==> src/bmc_pkg.sv <==
// constants and types of the buzzer and melody controller
// assumes a byte-wide register port and a synchronous slow oscillator level
`default_nettype none
package bmc_pkg;
	// register byte addresses
	localparam logic [15:0] BMC_A_DIV_LO = 16'ha040;
	localparam logic [15:0] BMC_A_DIV_HI = 16'ha041;
	localparam logic [15:0] BMC_A_LEN    = 16'ha042;
	localparam logic [15:0] BMC_A_GAP    = 16'ha043;
	localparam logic [15:0] BMC_B_DIV_LO = 16'ha044;
	localparam logic [15:0] BMC_B_DIV_HI = 16'ha045;
	localparam logic [15:0] BMC_B_LEN    = 16'ha046;
	localparam logic [15:0] BMC_B_GAP    = 16'ha047;
	localparam logic [15:0] BMC_CFG      = 16'ha048;
	localparam logic [15:0] BMC_POW      = 16'ha049;
	localparam logic [15:0] BMC_TU       = 16'ha04a;
	localparam logic [15:0] BMC_IRQ_STAT = 16'ha04b;
	localparam logic [15:0] BMC_IRQ_MASK = 16'ha04c;
	// note slot fields, low address bits
	localparam logic [1:0] BMC_F_LO  = 2'h0;
	localparam logic [1:0] BMC_F_HI  = 2'h1;
	localparam logic [1:0] BMC_F_LEN = 2'h2;
	localparam logic [1:0] BMC_F_GAP = 2'h3;
	localparam int unsigned BMC_SLOT_BIT = 2;
	// configuration register bits
	localparam int unsigned BMC_CFG_EN    = 7;
	localparam int unsigned BMC_CFG_POL   = 6;
	localparam int unsigned BMC_CFG_IEN_B = 5;
	localparam int unsigned BMC_CFG_IEN_A = 4;
	localparam int unsigned BMC_CFG_FLG_B = 3;
	localparam int unsigned BMC_CFG_FLG_A = 2;
	localparam int unsigned BMC_CFG_GO_B  = 1;
	localparam int unsigned BMC_CFG_GO_A  = 0;
	// time unit register bits
	localparam int unsigned BMC_TU_SEL_HI = 7;
	localparam int unsigned BMC_TU_SEL_LO = 6;
	localparam int unsigned BMC_TU_BASE   = 4;
	localparam int unsigned BMC_TU_PIE    = 1;
	localparam int unsigned BMC_TU_PFLG   = 0;
	// sticky status bits
	localparam int unsigned BMC_IRQ_A = 0;
	localparam int unsigned BMC_IRQ_B = 1;
	localparam int unsigned BMC_IRQ_P = 2;
	localparam int unsigned BMC_IRQ_W = 3;
	// timing
	localparam int unsigned BMC_SLOW_OSC_HZ = 32000;
	localparam int unsigned BMC_UNIT_MS     = 1;
	localparam int unsigned BMC_MS_PER_S    = 1000;
	localparam int unsigned BMC_SLOW_PER_UNIT =
		BMC_SLOW_OSC_HZ * BMC_UNIT_MS / BMC_MS_PER_S;
	localparam logic [5:0] BMC_PRE_FAST_LAST = 6'h1f;
	localparam logic [5:0] BMC_PRE_SLOW_LAST = 6'h3f;
	localparam logic [7:0] BMC_RST_BYTE = 8'h00;
	typedef enum logic [1:0] {
		BMC_IDLE,
		BMC_TONE,
		BMC_GAP
	} bmc_state_e;
endpackage
`default_nettype wire

==> src/bmc_top.sv <==
// buzzer and melody controller: two note slots, tone, length, gap, power
// window timer, byte register port, level interrupt
// assumes all inputs synchronous to clock; slow_osc_clock is a level
//
// Behaviour
// - two note slots A and B, each with divisor, length and gap
// - tone base is clock divided by 32, or by 64 when base bit set
// - tone frequency is tone base over twelve-bit divisor plus one
// - tone sounds length times unit, then gap times unit follows
// - unit select 00..11 gives 1, 2, 4 or 8 ms
// - notes play once in sequence or alternate by restarting them
// - any note start restarts the power window timer
// - power window expiry sets a flag held until software clears it
// - power window output high from note start until expiry
// - writing one to a go bit starts a note; cleared on completion
// - both go bits set plays A first, then B
// - completion with end enable sets end flag; write zero clears
// - per-note playing bit set while that note is in progress
`timescale 1ns/100ps
`default_nettype none
module bmc_top
	import bmc_pkg::*;
#(
	parameter int unsigned SLOW_PER_UNIT = BMC_SLOW_PER_UNIT
) (
	input  wire logic        clock,
	input  wire logic        rst_b,
	input  wire logic [15:0] bus_addr,
	input  wire logic [7:0]  bus_wdata,
	input  wire logic        bus_we,
	input  wire logic        bus_re,
	output logic      [7:0]  bus_rdata,
	input  wire logic        slow_osc_clock,
	output logic             buzzer_out,
	output logic             power_on_width,
	output logic             irq
);

	// last slow tick of a unit: 1, 2, 4 or 8 ms
	function automatic logic [8:0] unit_last(input logic [1:0] sel);
		logic [8:0] base;
		base = 9'(SLOW_PER_UNIT);
		unit_last = (base << sel) - 9'h001;
	endfunction

	// high half of one tone period, rounded up so divisor 0 still sounds
	function automatic logic wave_high(input logic [11:0] cnt,
		input logic [11:0] div);
		logic [12:0] half;
		half = ({1'b0, div} + 13'h0002) >> 1;
		wave_high = {1'b0, cnt} < half;
	endfunction

	// note slot storage
	logic [11:0] div_q [2];
	logic [7:0]  len_q [2];
	logic [7:0]  gap_q [2];

	// control and status
	logic        en_q;
	logic        pol_q;
	logic [1:0]  ien_q;
	logic [1:0]  flg_q;
	logic [1:0]  flg_d;
	logic [1:0]  go_q;
	logic [1:0]  go_d;
	logic [1:0]  sel_q;
	logic        base_q;
	logic        pie_q;
	logic        pflg_q;
	logic        pflg_d;
	logic [7:0]  pow_len_q;
	logic [BMC_IRQ_W-1:0] stat_q;
	logic [BMC_IRQ_W-1:0] stat_d;
	logic [BMC_IRQ_W-1:0] mask_q;
	logic [7:0]  rdata_q;

	// sequencer
	bmc_state_e  state_q;
	logic        cur_q;
	logic [7:0]  cnt_q;
	logic        done;
	logic [1:0]  done_vec;

	// timing
	logic [5:0]  pre_q;
	logic        base_tick;
	logic [11:0] tone_cnt_q;
	logic        slow_q;
	logic        slow_rise;
	logic [8:0]  unit_q;
	logic        unit_tick;
	logic        pow_on_q;
	logic [7:0]  pow_cnt_q;
	logic        pow_expire;
	logic        buzz_q;

	// address decode
	wire         note_hit = bus_addr[15:3] == BMC_A_DIV_LO[15:3];
	wire         slot     = bus_addr[BMC_SLOT_BIT];
	wire [1:0]   field    = bus_addr[1:0];
	wire         wr_note  = bus_we && note_hit;
	wire         wr_cfg   = bus_we && bus_addr == BMC_CFG;
	wire         wr_pow   = bus_we && bus_addr == BMC_POW;
	wire         wr_tu    = bus_we && bus_addr == BMC_TU;
	wire         wr_mask  = bus_we && bus_addr == BMC_IRQ_MASK;
	wire         rd_stat  = bus_re && bus_addr == BMC_IRQ_STAT;
	wire [1:0]   wr_go    = wr_cfg ?
		bus_wdata[BMC_CFG_GO_B:BMC_CFG_GO_A] : 2'h0;
	wire         start    = |wr_go;
	wire         playing  = state_q != BMC_IDLE;
	wire [1:0]   busy     = {playing && cur_q, playing && !cur_q};
	wire [11:0]  cur_div  = div_q[cur_q];
	wire [7:0]   cfg_rd   = {en_q, pol_q, ien_q, flg_q, busy};
	wire [7:0]   tu_rd    = {sel_q, 1'b0, base_q, 2'h0, pie_q, pflg_q};

	// note slot writes
	always_ff @(posedge clock) begin
		if (!rst_b) begin
			div_q <= '{default: 12'h000};
			len_q <= '{default: BMC_RST_BYTE};
			gap_q <= '{default: BMC_RST_BYTE};
		end else if (wr_note) begin
			unique case (field)
				BMC_F_LO:  div_q[slot][7:0] <= bus_wdata;
				BMC_F_HI:  div_q[slot][11:8] <= bus_wdata[3:0];
				BMC_F_LEN: len_q[slot] <= bus_wdata;
				BMC_F_GAP: gap_q[slot] <= bus_wdata;
			endcase
		end
	end

	// go bits: a new start wins over completion
	assign go_d = (go_q & ~done_vec) | wr_go;

	// end flags: hardware set wins over software write of zero
	assign flg_d = (wr_cfg ?
		flg_q & bus_wdata[BMC_CFG_FLG_B:BMC_CFG_FLG_A] : flg_q)
		| (done_vec & ien_q);

	// power flag: held until software writes zero
	assign pflg_d = (wr_tu ? pflg_q & bus_wdata[BMC_TU_PFLG] : pflg_q)
		| pow_expire;

	// sticky status, cleared by reading it; events win
	assign stat_d = (rd_stat ? '0 : stat_q)
		| {pow_expire, done_vec};

	always_ff @(posedge clock) begin
		if (!rst_b) begin
			en_q  <= 1'b0;
			pol_q <= 1'b0;
			ien_q <= 2'h0;
		end else if (wr_cfg) begin
			en_q  <= bus_wdata[BMC_CFG_EN];
			pol_q <= bus_wdata[BMC_CFG_POL];
			ien_q <= bus_wdata[BMC_CFG_IEN_B:BMC_CFG_IEN_A];
		end
	end

	always_ff @(posedge clock) begin
		if (!rst_b) begin
			sel_q  <= 2'h0;
			base_q <= 1'b0;
			pie_q  <= 1'b0;
		end else if (wr_tu) begin
			sel_q  <= bus_wdata[BMC_TU_SEL_HI:BMC_TU_SEL_LO];
			base_q <= bus_wdata[BMC_TU_BASE];
			pie_q  <= bus_wdata[BMC_TU_PIE];
		end
	end

	always_ff @(posedge clock) begin
		if (!rst_b) begin
			pow_len_q <= BMC_RST_BYTE;
			mask_q    <= '0;
		end else begin
			if (wr_pow)
				pow_len_q <= bus_wdata;
			if (wr_mask)
				mask_q <= bus_wdata[BMC_IRQ_W-1:0];
		end
	end

	always_ff @(posedge clock) begin
		if (!rst_b) begin
			go_q   <= 2'h0;
			flg_q  <= 2'h0;
			pflg_q <= 1'b0;
			stat_q <= '0;
		end else begin
			go_q   <= go_d;
			flg_q  <= flg_d;
			pflg_q <= pflg_d;
			stat_q <= stat_d;
		end
	end

	// read data, valid only in the cycle after the strobe
	logic [7:0] rd_mux;
	always_comb begin
		rd_mux = 8'h00;
		if (note_hit) begin
			unique case (field)
				BMC_F_LO:  rd_mux = div_q[slot][7:0];
				BMC_F_HI:  rd_mux = {4'h0, div_q[slot][11:8]};
				BMC_F_LEN: rd_mux = len_q[slot];
				BMC_F_GAP: rd_mux = gap_q[slot];
			endcase
		end else if (bus_addr == BMC_CFG) begin
			rd_mux = cfg_rd;
		end else if (bus_addr == BMC_POW) begin
			rd_mux = pow_len_q;
		end else if (bus_addr == BMC_TU) begin
			rd_mux = tu_rd;
		end else if (bus_addr == BMC_IRQ_STAT) begin
			rd_mux = {5'h00, stat_q};
		end else if (bus_addr == BMC_IRQ_MASK) begin
			rd_mux = {5'h00, mask_q};
		end
	end

	always_ff @(posedge clock) begin
		if (!rst_b)
			rdata_q <= 8'h00;
		else
			rdata_q <= bus_re ? rd_mux : 8'h00;
	end

	// tone base prescaler
	assign base_tick = pre_q == (base_q ? BMC_PRE_SLOW_LAST
		: BMC_PRE_FAST_LAST);

	always_ff @(posedge clock) begin
		if (!rst_b || base_tick)
			pre_q <= 6'h00;
		else
			pre_q <= pre_q + 6'h01;
	end

	// unit timer from slow oscillator edges
	assign slow_rise = slow_osc_clock && !slow_q;
	assign unit_tick = slow_rise && unit_q >= unit_last(sel_q);

	always_ff @(posedge clock) begin
		if (!rst_b) begin
			slow_q <= 1'b0;
			unit_q <= 9'h000;
		end else begin
			slow_q <= slow_osc_clock;
			if (unit_tick)
				unit_q <= 9'h000;
			else if (slow_rise)
				unit_q <= unit_q + 9'h001;
		end
	end

	// sequencer: A has priority, then B; each note tone then gap
	assign done     = en_q && state_q == BMC_GAP
		&& cnt_q == gap_q[cur_q];
	assign done_vec = {done && cur_q, done && !cur_q};

	always_ff @(posedge clock) begin
		if (!rst_b) begin
			state_q <= BMC_IDLE;
			cur_q   <= 1'b0;
			cnt_q   <= 8'h00;
		end else if (!en_q) begin
			state_q <= BMC_IDLE;
			cnt_q   <= 8'h00;
		end else begin
			unique case (state_q)
				BMC_IDLE: begin
					cnt_q <= 8'h00;
					if (|go_q) begin
						state_q <= BMC_TONE;
						cur_q   <= !go_q[0];
					end
				end
				BMC_TONE: begin
					if (cnt_q == len_q[cur_q]) begin
						state_q <= BMC_GAP;
						cnt_q   <= 8'h00;
					end else if (unit_tick) begin
						cnt_q <= cnt_q + 8'h01;
					end
				end
				BMC_GAP: begin
					if (done) begin
						state_q <= BMC_IDLE;
						cnt_q   <= 8'h00;
					end else if (unit_tick) begin
						cnt_q <= cnt_q + 8'h01;
					end
				end
			endcase
		end
	end

	// tone period counter, div + 1 base ticks per period
	always_ff @(posedge clock) begin
		if (!rst_b || state_q != BMC_TONE)
			tone_cnt_q <= 12'h000;
		else if (base_tick) begin
			if (tone_cnt_q >= cur_div)
				tone_cnt_q <= 12'h000;
			else
				tone_cnt_q <= tone_cnt_q + 12'h001;
		end
	end

	// buzzer pin: polarity applied to tone, inactive level in gap
	always_ff @(posedge clock) begin
		if (!rst_b)
			buzz_q <= 1'b0;
		else
			buzz_q <= (state_q == BMC_TONE &&
				wave_high(tone_cnt_q, cur_div)) ^ pol_q;
	end

	// power window timer
	assign pow_expire = pow_on_q && !start && pow_cnt_q == pow_len_q;

	always_ff @(posedge clock) begin
		if (!rst_b) begin
			pow_on_q  <= 1'b0;
			pow_cnt_q <= 8'h00;
		end else if (start) begin
			pow_on_q  <= 1'b1;
			pow_cnt_q <= 8'h00;
		end else if (pow_expire) begin
			pow_on_q <= 1'b0;
		end else if (pow_on_q && unit_tick) begin
			pow_cnt_q <= pow_cnt_q + 8'h01;
		end
	end

	assign bus_rdata      = rdata_q;
	assign buzzer_out     = buzz_q;
	assign power_on_width = pow_on_q;
	assign irq = (pflg_q && pie_q)
		|| (|flg_q) || (|(stat_q & mask_q));

endmodule
`default_nettype wire

==> config.mk <==
export PLATFORM = sky130hd
export DESIGN_NAME = bmc_top
export DESIGN_NICKNAME = d
export VERILOG_FILES = /design/src/bmc_pkg.sv /design/src/bmc_top.sv
export SDC_FILE = /design/constraint.sdc
export NUM_CORES = 1
export LEC_CHECK = 0
export ABC_AREA = 1
export BUFFER_PORTS_ARGS = -buffer_cell sky130_fd_sc_hd__buf_2
export CORE_MARGIN = 3
export CORE_UTILIZATION = 30
export CTS_CLUSTER_DIAMETER = 60
export DETAILED_ROUTE_END_ITERATION = 6
export PLACE_DENSITY = 0.47
export SKIP_CTS_REPAIR_TIMING = 1
export SLEW_MARGIN = 30
export SYNTH_ARGS = -nofsm -noshare
export SYNTH_HDL_FRONTEND = slang
export SYNTH_SLANG_ARGS = --single-unit
==> constraint.sdc <==
create_clock -name clock -period 6.5 [get_ports clock]
set_input_delay 0.325 -clock clock [delete_from_list [all_inputs] [get_ports clock]]
set_output_delay 0.325 -clock clock [all_outputs]
set_load 0.01 [all_outputs]
==> key figures <==
Placement
  • Place WS: 3.196 ns
  • Cell total after placement: 1450
  • Placed inst area: 0.008464 sq mm
  • DP HPWL: 17430 um
  • Port Buf Inserts: 39
  • Routability congestion estimate: 0.8305

GRT
  • Met2 Track Usage GR: 0.2690
  • Largest net degree at the start of global routing: 69
  • GRT met3 Usage: 0.03113
  • Vias in the first global route: 6915
  • Grt peak-use layer: met2
  • Met1 Usage GRT: 0.2254
  • Tot GR Track Use: 0.1648
  • Gr ovfl total: 0
  • First-pass GRT wire length: 37650 um
  • Antenna violations before repair: 0

Finish
  • Post-Layout Cell Count: 1482
  • # nets final: 1199
  • Area Overhead vs Synth: 12.19%
  • # diodes: 0
  • Final instance area: 0.009039 sq mm
  • Layout cell share with drive strength beyond 1: 0.1160
  • Final Util: 0.3449

Worst setup path
  • Critical R2R Launch: cur_q
  • Req. time, crit path: 6.87 ns
  • CP endpoint kind: flip-flop
  • Critical path destination: buzzer_out
  • Reg2reg setup slack: 3.19 ns
  • Slowest CP cell: dfxtp_1
  • Critical Path, Cell by Cell: buf_4, inv_4, or2_2, o21ai_1, nor2_2, xor2_1, ha_1, nand2_1, inv_1, o21ai_0, nand2_1, a21oi_1, nand3_1, nand2_1, inv_1, nor2_1
  • CP startpoint: cur_q
  • Reg2Reg Depth: 16
  • Crit-path max cell delay: 0.81 ns
  • Critical Path AT: 3.68 ns
  • CP Max Fanout: 25
  • Critical R2R Capture: buzzer_out
  • Worst Setup Start Kind: flip-flop
  • Setup Crit Path Kind: flip-flop to flip-flop
  • CP most frequent cell: nand2_1

Synth
  • Cell area after synthesis: 0.008056 sq mm
  • Syn avg cell area: 7.298 sq um
  • Syn Inst Count: 1104
  • Mapped Nets: 1169
  • Yosys reg bits: 140
  • Count of different cell masters after synthesis: 50
  • Yosys warnings: 0
  • Register area share after synthesis: 0.3479

Clock tree
  • TritonCTS clock tree: yes
  • Clk_lat worst skew: 0.43 ns
  • Clock-pin slew on the worst setup and hold paths: 0.07 ns
  • Root Buffer: clkbuf_16
  • TritonCTS Buffers: 17
  • Worst-case clock buffer depth: 2
  • H-Tree Depth: 4
  • Clock Sinks: 140

STA
  • Crit path time final: 3.312 ns
  • RSZ-0062 raised after global routing: false
  • Measured slew at the worst slew-check pin: 0.9405 ns
  • Worst setup margin: 3.188 ns
  • Max transition margin: 0.3707
  • Worst Clk Skew: 0.01177 ns
  • Fin. Hold Viols: 0
  • Setup Viol. Count Final: 0
  • Final Cycle Share: 0.5096
  • Setup TNS: 0 ns
  • Fmax: 301.9 MHz
  • Slew Viols, Final: 0

Floorplanning
  • Die Span X: 169.9 um
  • Placeable Area: 0.02621 sq mm
  • Die area: 0.02886 sq mm
  • Row cnt: 59
  • Die Ht: 169.9 um
  • Initial Util: 0.3074
  • IO Pins: 40

Flow run
  • Max-cap violations: 0

Power and ir drop
  • IR drop worst, VDD: 0.1573 mV
  • PwrDens: 211.0 mW/mm^2
  • Leakage power total: 3.560 nW

Detailed routing
  • Router iterations before antenna repair: 5
  • Total length of routed wires: 23170 um
  • Vias per inst: 4.848
  • Antenna Nets Post-Route: 0
  • Initial drt markers: 493
  • DR WL/cell: 15.63 um
  • # DRC: 0
  • Via count: 7184

Status
  • Outcome: complete, no violations

Worst hold path
  • Hold crit path type: input pin to flip-flop
==> how the worst min path moves through the flow <==
stage               slack [ns]            from  endpoint  depth (start not counted)
floorplan                 0.42        pre_q[0]  pre_q[0]                          1
detailed placement        0.44        pre_q[0]  pre_q[0]                          1
global route               0.1  slow_osc_clock    slow_q                          3
finish                     0.1  slow_osc_clock    slow_q                          3
CTS                       0.09  slow_osc_clock    slow_q                          3
global placement          0.43        pre_q[0]  pre_q[0]                          1
==> state kept, by name, summed over array words and instances, names as in the netlist, 3 cells and up <==
register and count:
stat_q 3, bus_rdata 8, unit_q 9, gap_q 16, len_q 16, pow_cnt_q 8, pow_len_q 8, pre_q 6
mask_q 3, div_q 24, tone_cnt_q 12, cnt_q 8
==> report_power, final <==
group | total (W) | internal, W | switching, W
Sequential | 0.000862 | 0.000860 | 0.00000204
Combinational | 0.0000774 | 0.0000170 | 0.0000604
Clock | 0.000968 | 0.000514 | 0.000454
Total | 0.00191 | 0.00139 | 0.000516
==> area by class of cell <==
cell class                 count  area [sq um]
fill                        2823         17170
multi-input combinational    814          4568
sequential                   140          2803
inverter                     119         456.7
clock buffer                  18         429.2
tap                          335         419.2
timing repair buffer          42         217.7
clock inverter                14         145.1
==> cells in the mapped netlist (all sizes together) <==
cell,count,area (sq um)
clkinv,2,7.510
o2111ai,2,17.52
dfxtp,140,2803
o211ai,3,22.52
inv,117,449.2
nor4,4,25.02
a211oi,72,590.6
xor2,37,324.1
nand3b,3,22.52
o21a,5,38.79
o21ai,61,305.3
a311oi,1,8.760
clkbuf,13,48.80
o21bai,1,7.510
buf,18,180.2
a21oi,48,240.2
o22ai,6,37.54
nand4,15,100.1
mux2i,2,20.02
o31ai,5,37.54
a22oi,3,22.52
xnor2,8,70.07
nand2,220,858.3
nand3,64,340.3
a21boi,1,7.510
o221ai,2,17.52
or2,3,18.77
conb,1,3.750
nor3,9,72.57
ha,36,450.4
nor3b,2,15.01
nor2,200,893.4
==> critical path: cells and delay by family, from the launching register on <==
kind,cells,cell delay (ns)
DFF,1,0.81
adders and majority gates,1,0.31
and+or+nand+nor,7,0.79
buffers and inverters,4,0.64
xor gates and xnor gates,1,0.15
AOI/OAI and AO/OA,3,0.54
==> layer usage <==
layer | vias to the layer above | share of wire | wire length, um
met5 | - | 0 | 0
met4 | 0 | 0.014 | 325
met3 | 16 | 0.035 | 822
met2 | 125 | 0.46 | 10610
met1 | 3297 | 0.49 | 11410
li1 | 3746 | - | -
==> metrics by stage <==
step           hold WS, ns   power, W
3_3_place_gp        0.4307  0.0009596
3_5_place_dp        0.4391  0.0009597
4_1_cts            0.08663   0.001934
2_1_floorplan       0.4176  0.0009253
5_1_grt            0.09737   0.001971
6_report           0.09761   0.001908
==> cells by family (layout without fill, tap and decap cells) <==
| group | count (synthesis) | in the layout | synth area share |
|---|---|---|---|
| AO/OA/AOI/OAI | 210 | 210 | 0.1680 |
| XOR/XNOR | 45 | 45 | 0.04892 |
| adder cells (fa/ha/maj) | 36 | 36 | 0.05591 |
| buffers and inverters | 150 | 193 | 0.08511 |
| flip-flops | 140 | 140 | 0.3479 |
| multiplexers | 2 | 2 | 0.002485 |
| other | 1 | 1 | 0.0004655 |
| AND/OR/NAND/NOR | 520 | 520 | 0.2912 |
==> placed cells by master, fill, tap and decap left out, types with 4 or more instances in the layout <==
cell type and count:
nand2_1 211, nor2_1 180, dfxtp_1 140, inv_1 107, a211oi_1 62, nand3_1 60
o21ai_0 49, a21oi_1 48, buf_2 39, xor2_1 37, ha_1 36, clkbuf_16 17
nand4_1 14, o21ai_1 12, nor2_2 12, a211oi_2 10, xnor2_1 8, inv_2 7
nand2_2 7, o22ai_1 6, nor2_8 6, nor3_1 6, inv_8 6, inv_6 5
o31ai_1 5, o21a_1 4, nand3_2 4, nor4_1 4
Power figures use the tool's default switching activity.
